<file path="src/srm_regs.svh">
// Register offsets, field positions, reset values and timing counts of the routing matrix.
// Assumes byte addresses on a 32-bit APB bus, one aligned word per register.
`ifndef SRM_REGS_SVH
`define SRM_REGS_SVH

`define SRM_OFF_VIN      8'h00
`define SRM_OFF_FKEY     8'h04
`define SRM_OFF_LATCH    8'h08
`define SRM_OFF_RELEASE  8'h0C
`define SRM_OFF_AUTO     8'h10
`define SRM_OFF_STATE    8'h14
`define SRM_OFF_RAW      8'h18
`define SRM_OFF_MTX      8'h40

`define SRM_VIN_N        4
`define SRM_DEST_N       22
`define SRM_SRC_N        16
`define SRM_LED_LO       5
`define SRM_LED_N        10

`define SRM_FKEY_RST     32'h0000_0010
`define SRM_FKEY_IDX0    0
`define SRM_FKEY_OBJ0    2
`define SRM_FKEY_IDX1    4
`define SRM_FKEY_OBJ1    6
`define SRM_AUTO_EN      0
`define SRM_AUTO_DLY_LO  16
`define SRM_AGE_MS_RST   16'h05DC

`define SRM_CLK_NS       20
`define SRM_MS_NS        1000000
`define SRM_MS_CYCLES    (`SRM_MS_NS / `SRM_CLK_NS)

`endif

</file>
<file path="src/srm_pkg.sv">
// Types shared by the routing matrix and its bench.
// Assumes srm_regs.svh for the widths.
`include "srm_regs.svh"
package srm_pkg;
  typedef struct packed {
    logic [5:0] virtual_output;
    logic       disturbance_recorder_trigger;
    logic [1:0] key_led;
    logic [7:0] indicator_led;
    logic       alarm_relay_one;
    logic [3:0] trip_relay;
  } srm_dest_s;

  typedef struct packed {
    logic                     we;
    logic [`SRM_VIN_N-1:0]    mask;
    logic [`SRM_VIN_N-1:0]    value;
  } srm_vin_wr_s;
endpackage

</file>
<file path="src/srm_matrix.sv">
// Signal routing matrix with latches, virtual inputs, function keys and stale LED autoclear.
// Assumes APB master on pclk, all other inputs synchronous to pclk.
// Summary of operation
// Four virtual input bits live in flops and feed the matrix like digital inputs.
// Virtual inputs are written from the panel port, the comm bus port and APB.
// Six virtual outputs are matrix columns that drive no contact.
// Virtual output states leave the block for logic and setting group selection.
// After reset the first key toggles virtual input one and the second virtual input two.
// Each key can be remapped to another virtual input or to an object control command.
// Any source may be routed to any destination through a per-destination source mask.
// Eight indicator LEDs A to H are matrix destinations.
// Two key LEDs, a recorder trigger and the virtual outputs are also destinations.
// A non-latched destination follows its routed signal.
// A latched destination stays on after its signal drops until released.
// With autoclear on, a new event clears latched LEDs already classed as old.
// A latched LED becomes old only after the age delay since its signal dropped.
// A key toggles its virtual input once per press edge.
// Software or the panel may release all latches by command.
`timescale 1ns/1ns
`include "srm_regs.svh"
module srm_matrix #(
  parameter int MS_CYCLES = `SRM_MS_CYCLES,
  parameter int SRC_W     = `SRM_SRC_N
) (
  input  wire logic                    pclk,                  // 50 MHz clock
  input  wire logic                    presetn,               // Async reset, active low
  input  wire logic                    psel,                  // APB select
  input  wire logic                    penable,               // APB enable
  input  wire logic                    pwrite,                // APB direction
  input  wire logic [7:0]              paddr,                 // APB byte address
  input  wire logic [31:0]             pwdata,                // APB write data
  output logic      [31:0]             prdata,                // APB read data
  output logic                         pready,                // APB ready
  output logic                         pslverr,               // APB error on unmapped
  input  wire logic [SRC_W-`SRM_VIN_N-1:0] ext_src,           // Stage, DI and logic signals
  input  wire srm_pkg::srm_vin_wr_s    panel_vin_wr,          // Panel write of virtual inputs
  input  wire srm_pkg::srm_vin_wr_s    bus_vin_wr,            // Comm bus write of virtual inputs
  input  wire logic                    first_function_key,    // Key one level
  input  wire logic                    second_function_key,   // Key two level
  input  wire logic                    panel_release,         // Panel latch release pulse
  output srm_pkg::srm_dest_s           dest,                  // Relays, LEDs, recorder, outputs
  output logic [`SRM_VIN_N-1:0]        virtual_input,         // Virtual input states
  output logic [1:0]                   obj_cmd                // Object control pulses per key
);
  import srm_pkg::*;

  localparam int DN = `SRM_DEST_N;
  localparam int LN = `SRM_LED_N;

  logic [`SRM_VIN_N-1:0] vin_q, vin_d;
  logic [31:0]           fkey_q, fkey_d;
  logic [DN-1:0]         latch_q, latch_d;
  logic                  auto_en_q, auto_en_d;
  logic [15:0]           age_dly_q, age_dly_d;
  logic [SRC_W-1:0]      mtx_q [DN];
  logic [SRC_W-1:0]      mtx_d [DN];
  logic [DN-1:0]         dest_q, dest_d, raw, raw_q;
  logic [1:0]            key_q, key_rise;
  logic [1:0]            obj_q, obj_d;
  logic                  pready_q, pready_d, pslverr_q, pslverr_d;
  logic [31:0]           prdata_q, prdata_d;
  logic [31:0]           tick_cnt_q, tick_cnt_d;
  logic                  tick;
  logic [15:0]           age_q [LN];
  logic [15:0]           age_d [LN];
  logic [LN-1:0]         old_v;
  logic                  new_evt, rel_any, apb_wr, vin_wr_any;
  logic [DN-1:0]         auto_clr;
  logic [SRC_W-1:0]      src;
  logic [5:0]            widx;

  // APB: one wait state so read data leaves a flop
  assign apb_wr = psel & penable & pready_q & pwrite;
  assign widx   = paddr[7:2] - 6'(`SRM_OFF_MTX >> 2);

  assign src     = {ext_src, vin_q};
  assign key_rise = {second_function_key, first_function_key} & ~key_q;
  assign rel_any = panel_release | (apb_wr & paddr == `SRM_OFF_RELEASE & pwdata[0]);
  assign tick    = tick_cnt_q == 32'(MS_CYCLES - 1);

  always_comb begin
    for (int d = 0; d < DN; d++) begin
      raw[d] = |(mtx_q[d] & src);
    end
  end

  // New event: any LED column picking up a fresh drive
  assign new_evt = |(raw[`SRM_LED_LO +: LN] & ~raw_q[`SRM_LED_LO +: LN]);

  always_comb begin
    for (int i = 0; i < LN; i++) begin
      old_v[i] = dest_q[`SRM_LED_LO + i] & latch_q[`SRM_LED_LO + i] &
                 ~raw_q[`SRM_LED_LO + i] & (age_q[i] >= age_dly_q);
    end
  end

  always_comb begin
    auto_clr = '0;
    if (auto_en_q && new_evt) begin
      auto_clr[`SRM_LED_LO +: LN] = old_v;
    end
  end

  // Apply order: APB, then comm bus, then panel; key toggle last
  assign vin_wr_any = (apb_wr & paddr == `SRM_OFF_VIN) | bus_vin_wr.we | panel_vin_wr.we;

  always_comb begin
    vin_d = vin_q;
    if (apb_wr && paddr == `SRM_OFF_VIN) begin
      vin_d = pwdata[`SRM_VIN_N-1:0];
    end
    if (bus_vin_wr.we) begin
      vin_d = (vin_d & ~bus_vin_wr.mask) | (bus_vin_wr.value & bus_vin_wr.mask);
    end
    if (panel_vin_wr.we) begin
      vin_d = (vin_d & ~panel_vin_wr.mask) | (panel_vin_wr.value & panel_vin_wr.mask);
    end
    obj_d = '0;
    if (key_rise[0]) begin
      if (fkey_q[`SRM_FKEY_OBJ0]) obj_d[0] = 1'b1;
      else vin_d[fkey_q[`SRM_FKEY_IDX0 +: 2]] = ~vin_d[fkey_q[`SRM_FKEY_IDX0 +: 2]];
    end
    if (key_rise[1]) begin
      if (fkey_q[`SRM_FKEY_OBJ1]) obj_d[1] = 1'b1;
      else vin_d[fkey_q[`SRM_FKEY_IDX1 +: 2]] = ~vin_d[fkey_q[`SRM_FKEY_IDX1 +: 2]];
    end
  end

  // Config registers and read path
  always_comb begin
    fkey_d    = fkey_q;
    latch_d   = latch_q;
    auto_en_d = auto_en_q;
    age_dly_d = age_dly_q;
    for (int d = 0; d < DN; d++) mtx_d[d] = mtx_q[d];
    if (apb_wr) begin
      case (paddr)
        `SRM_OFF_FKEY:  fkey_d = pwdata & 32'h0000_0077;
        `SRM_OFF_LATCH: latch_d = pwdata[DN-1:0];
        `SRM_OFF_AUTO: begin
          auto_en_d = pwdata[`SRM_AUTO_EN];
          age_dly_d = pwdata[`SRM_AUTO_DLY_LO +: 16];
        end
        default: begin
          if (paddr[1:0] == 2'h0 && paddr >= `SRM_OFF_MTX && widx < 6'(DN)) begin
            mtx_d[widx[4:0]] = pwdata[SRC_W-1:0];
          end
        end
      endcase
    end
    pready_d  = psel & penable & ~pready_q;
    pslverr_d = 1'b0;
    prdata_d  = prdata_q;
    if (psel && penable && !pready_q) begin
      prdata_d = 32'h0000_0000;
      case (paddr)
        `SRM_OFF_VIN:     prdata_d[`SRM_VIN_N-1:0] = vin_q;
        `SRM_OFF_FKEY:    prdata_d = fkey_q;
        `SRM_OFF_LATCH:   prdata_d[DN-1:0] = latch_q;
        `SRM_OFF_RELEASE: prdata_d = 32'h0000_0000;
        `SRM_OFF_AUTO:    prdata_d = {age_dly_q, 15'h0000, auto_en_q};
        `SRM_OFF_STATE:   prdata_d[DN-1:0] = dest_q;
        `SRM_OFF_RAW:     prdata_d[DN-1:0] = raw_q;
        default: begin
          if (paddr[1:0] == 2'h0 && paddr >= `SRM_OFF_MTX && widx < 6'(DN)) begin
            prdata_d[SRC_W-1:0] = mtx_q[widx[4:0]];
          end else begin
            pslverr_d = 1'b1;
          end
        end
      endcase
      if (pwrite) prdata_d = prdata_q;
      if (pwrite && (paddr == `SRM_OFF_STATE || paddr == `SRM_OFF_RAW)) pslverr_d = 1'b1;
    end
  end

  // Destination state and LED age counters
  always_comb begin
    tick_cnt_d = tick ? 32'h0000_0000 : tick_cnt_q + 32'h0000_0001;
    for (int d = 0; d < DN; d++) begin
      if (rel_any) begin
        dest_d[d] = raw[d];
      end else if (auto_clr[d]) begin
        dest_d[d] = raw[d];
      end else begin
        dest_d[d] = raw[d] | (dest_q[d] & latch_q[d]);
      end
    end
    for (int i = 0; i < LN; i++) begin
      age_d[i] = age_q[i];
      if (!dest_q[`SRM_LED_LO + i] || raw_q[`SRM_LED_LO + i]) begin
        age_d[i] = 16'h0000;
      end else if (tick && age_q[i] < age_dly_q) begin
        // Saturates at the delay, so a shortened delay cannot wrap the count
        age_d[i] = age_q[i] + 16'h0001;
      end
    end
  end

  always_ff @(posedge pclk or negedge presetn) begin
    if (!presetn) begin
      vin_q      <= '0;
      fkey_q     <= `SRM_FKEY_RST;
      latch_q    <= '0;
      auto_en_q  <= 1'b0;
      age_dly_q  <= `SRM_AGE_MS_RST;
      dest_q     <= '0;
      raw_q      <= '0;
      key_q      <= 2'h0;
      obj_q      <= 2'h0;
      pready_q   <= 1'b0;
      pslverr_q  <= 1'b0;
      prdata_q   <= 32'h0000_0000;
      tick_cnt_q <= 32'h0000_0000;
      for (int d = 0; d < DN; d++) mtx_q[d] <= '0;
      for (int i = 0; i < LN; i++) age_q[i] <= 16'h0000;
    end else begin
      vin_q      <= vin_d;
      fkey_q     <= fkey_d;
      latch_q    <= latch_d;
      auto_en_q  <= auto_en_d;
      age_dly_q  <= age_dly_d;
      dest_q     <= dest_d;
      raw_q      <= raw;
      key_q      <= {second_function_key, first_function_key};
      obj_q      <= obj_d;
      pready_q   <= pready_d;
      pslverr_q  <= pslverr_d;
      prdata_q   <= prdata_d;
      tick_cnt_q <= tick_cnt_d;
      for (int d = 0; d < DN; d++) mtx_q[d] <= mtx_d[d];
      for (int i = 0; i < LN; i++) age_q[i] <= age_d[i];
    end
  end

  assign prdata        = prdata_q;
  assign pready        = pready_q;
  assign pslverr       = pslverr_q;
  assign dest          = srm_dest_s'(dest_q);
  assign virtual_input = vin_q;
  assign obj_cmd       = obj_q;
endmodule

</file>
<file path="config.mk">
export PLATFORM = sky130hd
export DESIGN_NAME = srm_matrix
export DESIGN_NICKNAME = d
export VERILOG_FILES = /design/src/srm_pkg.sv /design/src/srm_matrix.sv
export VERILOG_INCLUDE_DIRS = /design/src
export SDC_FILE = /design/constraint.sdc
export NUM_CORES = 1
export LEC_CHECK = 0
export ABC_AREA = 1
export BUFFER_PORTS_ARGS = -buffer_cell sky130_fd_sc_hd__buf_4
export CORE_UTILIZATION = 45
export CTS_BUF_LIST = sky130_fd_sc_hd__clkbuf_16
export DETAILED_ROUTE_END_ITERATION = 7
export PLACE_DENSITY = 0.72
export SYNTH_ARGS = -nofsm -noshare
export SYNTH_HDL_FRONTEND = slang
export SYNTH_SLANG_ARGS = --single-unit
</file>
<file path="constraint.sdc">
create_clock -name pclk -period 3 [get_ports pclk]
set_input_delay 0.15 -clock pclk [delete_from_list [all_inputs] [get_ports pclk]]
set_output_delay 0.15 -clock pclk [all_outputs]
set_load 0.1 [all_outputs]
</file>
# == Yosys cells after proc, flatten, opt, wreduce, memory -nomap -nowiden ==
# Cells that the tools add are included.
# word_totals
regBits,675
word_cells,388
# op_classes
bitwise,121
mux,90
n_reduce_logical,85
order_cmp,28
n_addsub,12
n_eq_ne,7
# op_table
op,n
16-bit 2-to-1 mux,24
16-bit AND,22
352-bit bitwise mux,1
16-bit OR reduction,22
16-bit by 1-bit adder with 16-bit output (second input constant),10
16-bit >= comparator,10
16-bit < comparator,10
16-bit binary-select mux with 5-bit select,1
16-bit demux with 5-bit select,1
12-bit case mux with 5 select lines,1
1-bit AND,48
1-bit 2-to-1 mux,44
32-bit by 1-bit adder with 32-bit output (second input constant),1
32-bit by 16-bit equality test with 1-bit output (second input constant),1
32-bit 2-to-1 mux,1
4-bit 2-to-1 mux,7
4-bit case mux with 7 select lines,1
8-bit by 5-bit equality test with 1-bit output (second input constant),3
6-bit case mux with 4 select lines,1
1-bit bitwise OR,23
1-bit logical AND,20
10-bit 2-to-1 mux,2
2-bit nonzero test,10
4-bit AND,4
other kinds (29),75

# == Longest topological paths before layout ==
# depth
word_depth,23
depth_mapped,19

# == Worst setup path after synthesis ==
# No wires, ideal clock.
# synth_path
kind,register -> register
start,register pready_q (netlist: pready)
end,register vin_q[2] (netlist: virtual_input[2])
stages_incl_launch_ff,16
period_less_slack_ns,2.613
path_buffers,0
t_arrival_ns,2.490
setup_time_ns,0.123
required_time_ns,2.877
slack_ns,0.387
cell_sequence,dfrtp_1 -> nand2_1 -> nor2_2 -> nand3_1 -> nand2_1 -> nand3_1 -> nand2_1 -> nand2_1 -> nand2_1 -> nand2_1 -> nor2_1 -> nand2_1 -> nand3_1 -> nand2_1 -> o21ai_0 -> nand2_1
# synth_between
elab_chain_len,22
# synth_lines
element,line_no,source
from (decl),srm_matrix.sv:60,"logic pready_q, pready_d, pslverr_q, pslverr_d;"
from (signal assigned),srm_matrix.sv:227,pready_q <= pready_d;
1-bit AND (*) (2 in a row),srm_matrix.sv:73,assign apb_wr = psel & penable & pready_q & pwrite;
1-bit logical AND (no source line) (*),-,
4-bit 2-to-1 mux (*),srm_matrix.sv:109,if (apb_wr && paddr == `SRM_OFF_VIN) begin
4-bit AND,srm_matrix.sv:113,vin_d = (vin_d & ~bus_vin_wr.mask) | (bus_vin_wr.value & bus_vin_wr.mask);
4-bit bitwise OR,srm_matrix.sv:113,
4-bit 2-to-1 mux (*),srm_matrix.sv:112,if (bus_vin_wr.we) begin
4-bit AND,srm_matrix.sv:116,vin_d = (vin_d & ~panel_vin_wr.mask) | (panel_vin_wr.value & panel_vin_wr.mask);
4-bit bitwise OR,srm_matrix.sv:116,
(+6 left out),-,
4-bit 2-to-1 mux (*),srm_matrix.sv:119,if (key_rise[0]) begin
1-bit binary-select mux with 2-bit select,srm_matrix.sv:125,else vin_d[fkey_q[`SRM_FKEY_IDX1 +: 2]] = ~vin_d[fkey_q[`SRM_FKEY_IDX1 +: 2]];
1-bit 2-to-1 mux,srm_matrix.sv:125,
1-bit inverter,srm_matrix.sv:125,
4-bit bitwise mux,srm_matrix.sv:125,
4-bit 2-to-1 mux,srm_matrix.sv:124,if (fkey_q[`SRM_FKEY_OBJ1]) obj_d[1] = 1'b1;
4-bit 2-to-1 mux (*),srm_matrix.sv:123,if (key_rise[1]) begin
named net vin_d[2],srm_matrix.sv:50,"logic [`SRM_VIN_N-1:0] vin_q, vin_d;"
to (signal assigned),srm_matrix.sv:218,vin_q <= vin_d;
to (decl),srm_matrix.sv:50,
# The timed path passes the listed nets; every way through them passes the cells marked *. The select of a mux whose other input is x is not followed.
# A chain may end at the register's enable or synchronous reset.

# == Worst setup path in the final report ==
# layout_path
start,register age_dly_q[0]
end,register age_q[82] in the netlist's numbering
# layout_between
elab_chain_len,3
# layout_lines
element,line_no,source
from (decl),srm_matrix.sv:54,"logic [15:0] age_dly_q, age_dly_d;"
from (signal assigned),srm_matrix.sv:206,age_dly_q <= `SRM_AGE_MS_RST;
from (signal assigned),srm_matrix.sv:222,age_dly_q <= age_dly_d;
16-bit < comparator,srm_matrix.sv:193,end else if (tick && age_q[i] < age_dly_q) begin
1-bit logical AND,srm_matrix.sv:193,
2-bit nonzero test (no source line),-,
to (decl),srm_matrix.sv:64,logic [15:0] age_q [LN];
# No other way between the ends.

==> results <==
- The number of routed nets with antenna violations is 0.
- The number of flops mapped to enable cells by yosys is 0.
- Summing the areas of all and, or, nand and nor instances in the mapped netlist gives 21.87% of the synthesized area.
- The slew at the pin closest to its max-slew limit is 1156 ps.
- The global-route wire length before repair is 192600 microns.
- For this run, the number of Yosys warnings is 0.
- Dividing total power by cell area gives a power density of 468.1 nW/um^2.
- The level count of the clock H-tree is 3.
- The fraction of layout cells with a size suffix above 1 is 9.290%.
- The final weighted congestion of routability-driven global placement is 0.9538.
- The count of pins on the block boundary is 140.
- The reg-to-reg critical path startpoint is age_dly_q[0].
- Global routing used 28.65% of the available tracks.
- The floorplan has 106 rows.
- The capture point of the worst path is age_q[82].
- The flow ran to the end, and the final reports show no timing, DRC or antenna violations.
- Setup repair after global routing left no endpoint under its margin.
- After Yosys synthesis, full adders, half adders and majority gates account for 5.721% of the synthesized area.
- The setup check on the worst reg-to-reg path leaves a slack of 190 ps.
- In the post-synthesis netlist, the cell with the most instances is sky130_fd_sc_hd__nand2_1.
- With fillers left out, the area of the finished cells amounts to 43350 sq um.
- The die covers 85730 sq um.
- Counting tap cells, the placed design contains a total of 5914 instances.
- The sum of negative setup slack is 0 ps.
- met2 is the most crowded layer.
- The synthesized design spends more area on one cell type than any other, namely sky130_fd_sc_hd__dfrtp_1.
- Tracing the worst setup path back leads to its startpoint at age_dly_q[0].
- The maximum buffer depth of the clock tree is 3.
- Dividing the detail-routed wire length by the instance count gives 20.21 microns.
- Once placement finished, the instance area stood at 40650 sq um.
- The number of standard cells in the final layout excluding fillers is 6077.
- By count the netlist is led by sky130_fd_sc_hd__nand2_1, sky130_fd_sc_hd__dfrtp_1, sky130_fd_sc_hd__inv_1.
- The via count of the first global-routing pass is 33543.
- Along the worst path, the maximum fanout reaches 9.
- The critical path start-end classification is reg2reg.
- In this run the critical register-to-register path is captured at age_q[82].
- The cell chosen for the clock root is sky130_fd_sc_hd__clkbuf_16.
- The post-synthesis average cell area is 8.028 sq um.
- The worst hold path class is in2async.
- Setup violations remaining at the end of the flow were counted as 0.
- After global routing the overflow that remains totals 0.
- The distinct cell type count after synthesis is 61.
- Clock-pin slew was measured on the worst setup and hold paths at 60 ps.
- VDD sags by at most 0.0004417 V.
- Among all flip-flop cells after synthesis, the most frequent one is sky130_fd_sc_hd__dfrtp_1.
- The initial antenna violation count is 2.
- The TritonCTS clock tree is yes.
- The sequential-to-total area share from yosys stat is 44.42%.
- The count of mapped cells out of synthesis is 4740.
- The routed layout has 35377 vias.
- The sort of element at the end of the critical path is a flop.
- Relative to the synthesized area, the layout overhead comes to 13.93%.
- The post-detailed-routing wire length is 122800 microns.
- STA classifies the critical path startpoint as a flop.
- The count of buffers added on input and output ports is 139.
- The required time at the worst-slack endpoint is 3540 ps.
- The number of nets in the synthesized netlist is 4992.
- The latest clock arrival within the worst-skew pair is 650 ps.
- The pre-antenna-repair detailed-routing pass consisted of 6 iterations.
- The synthesized-area fraction occupied by ao, oa, aoi and oai cells is 18.12%.
- The die is 292.8 microns tall.
- The met3 track utilization from global routing is 6.070%.
- Sorting the synthesized cells by area gives the leading types as sky130_fd_sc_hd__dfrtp_1, sky130_fd_sc_hd__nand2_1, sky130_fd_sc_hd__ha_1, sky130_fd_sc_hd__inv_1, sky130_fd_sc_hd__o21ai_1.
- The max-cap violation count is 0.
- The first-iteration detailed-routing DRC count is 4295.
- The share of the clock period used by the worst path after layout is 93.75%.
- The combinational family with the most area after synthesis is simple AND/OR/NAND/NOR gates.
- The worst path meets setup with 187.5 ps of slack.
- The worst slew margin relative to its limit is 22.85%.
- The post-synthesis xor/xnor area fraction is 1.933%.
- In the routed layout, each cell is associated on average with a via count of 5.821.
- At the end of the flow, the number of nets in the layout was 5136.
- The worst setup slack after placement is 214.0 ps.
- The cell area after technology mapping is 38050 sq um.
- Between clock sinks in the finished design, the worst skew comes to 50.34 ps.
- The worst register-to-register path has a depth of 14.
- The number of CTS-inserted buffers is 77.
- Of all flip-flops after synthesis, the portion carrying an async set or reset was 100.0%.
- For met2 alone, demand over resource in global routing was 43.71%.
- The arrival time of the worst setup path is 3360 ps.
- The proportion of synthesized area in mux cells is 0%.
- The clock net in this run drives a total of 675 sinks.
- The achievable frequency is 355.6 MHz.
- The minimum period implied by the final worst setup slack is 2813 ps.
- In this run the horizontal extent of the chip is 292.8 microns.
- Summed over all nets, the half-perimeter wirelength after detailed placement is 89360 microns.
- The total count of hold-check failures in the final report is 0.
- The final core utilization is 51.80%.
- The effective utilization at floorplan is 45.47%.
- The max-slew violation total from the final report is 0.
- The pin count of the biggest net entering global routing is 94.
- For this design the static power due to leakage is 19.80 nW.
- The share of synthesized area in the top cell type comes to 43.86%.
- The detailed-route DRC error count is 0.
- The met1 capacity usage during global routing is 40.25%.
- The total core area is 83690 sq um.
- In this run, synthesis produced a sequential element count of 675.
state kept, by name, indices dropped and copies added (netlist names):
signal and cells:
mtx_q 352, obj_cmd 2, prdata 32, pslverr 1, raw_q 22, auto_en_q 1
dest 22, age_dly_q 16, tick_cnt_q 32, age_q 160, latch_q 22, pready 1
virtual_input 4, fkey_q 6, key_q 2
cells by family after synthesis:
kind of cell    count (synthesis)
flops                         675
buf+inv                       745
compound gates               1171
xor+xnor                       84
simple gates                 1891
fa+ha+maj                     174
stage by stage:
stage | total power, mW | hold slack, ps
floorplan | 10.33 | -145.6
global placement | 11.18 | 184.7
detailed placement | 11.19 | 171.1
CTS | 20.35 | 39.57
global route | 20.86 | 101.9
finish | 20.29 | 62.17
power by group:
group          switching [mW]  internal [mW]
sequential              0.118           9.19
clock                    4.05           5.15
combinational            1.41          0.383
area by class of cell:
class / instances / area (sq um)
Antenna cell: 2 / 5.005
Clock buffer: 77 / 1927
Clock inverter: 59 / 505.5
Fill cell: 7759 / 40330
Inverter: 514 / 1938
Multi-Input combinational cell: 3320 / 18170
Sequential cell: 675 / 16900
Tap cell: 1134 / 1419
Timing Repair Buffer: 296 / 2487
worst min-delay path by stage:
stage                               start          endpoint  slack (ps)  depth (start not counted)
final                             presetn          dest[17]          60                          2
after global routing           ext_src[7]          raw_q[6]         100                          4
after CTS                 panel_vin_wr[1]  virtual_input[1]          40                          6
after detailed placement          presetn        prdata[21]         170                          1
after global placement            presetn        prdata[21]         180                          1
after floorplan                   presetn      age_dly_q[0]        -150                          0
critical path: stages (launching register included):
cell,delay [ps]
sky130_fd_sc_hd__dfrtp_1,770
sky130_fd_sc_hd__buf_4,250
sky130_fd_sc_hd__ha_1,150
sky130_fd_sc_hd__inv_1,40
sky130_fd_sc_hd__a21oi_1,130
sky130_fd_sc_hd__o21a_1,130
sky130_fd_sc_hd__o211ai_1,90
sky130_fd_sc_hd__nand2_1,70
sky130_fd_sc_hd__nand2_1,40
sky130_fd_sc_hd__a21oi_1,260
sky130_fd_sc_hd__nand2_2,90
sky130_fd_sc_hd__nand2_1,240
sky130_fd_sc_hd__buf_4,220
sky130_fd_sc_hd__nand2_1,60
sky130_fd_sc_hd__a21oi_1,150
per-layer routing:
layer | vias up | wire length [microns]
met5 | - | 10
met4 | 2 | 4351
met3 | 291 | 12420
met2 | 1701 | 53610
met1 | 16874 | 52430
li1 | 16509 | -
placed cells by master, fill, tap and decap left out, types with 151 or more instances in the layout:
master | Yosys | final
sky130_fd_sc_hd__a21oi_1 | 151 | 151
sky130_fd_sc_hd__o21ai_0 | 288 | 288
sky130_fd_sc_hd__nand3_1 | 253 | 253
sky130_fd_sc_hd__nand2_1 | 1081 | 1079
sky130_fd_sc_hd__dfrtp_1 | 667 | 667
sky130_fd_sc_hd__inv_1 | 504 | 520
sky130_fd_sc_hd__buf_4 | 5 | 256
sky130_fd_sc_hd__nor2_1 | 239 | 237
sky130_fd_sc_hd__o21ai_1 | 341 | 341
sky130_fd_sc_hd__ha_1 | 174 | 174
repair_timing:
item | 4_1_cts | 5_1_grt
endpoints found under the setup margin | 0 | 8
hold buffers | 23 | 0
gates resized for setup | 0 | 4
endpoints found under the hold margin | 90 | 0
buffers inserted | 0 | 2
Power figures use the tool's default switching activity.
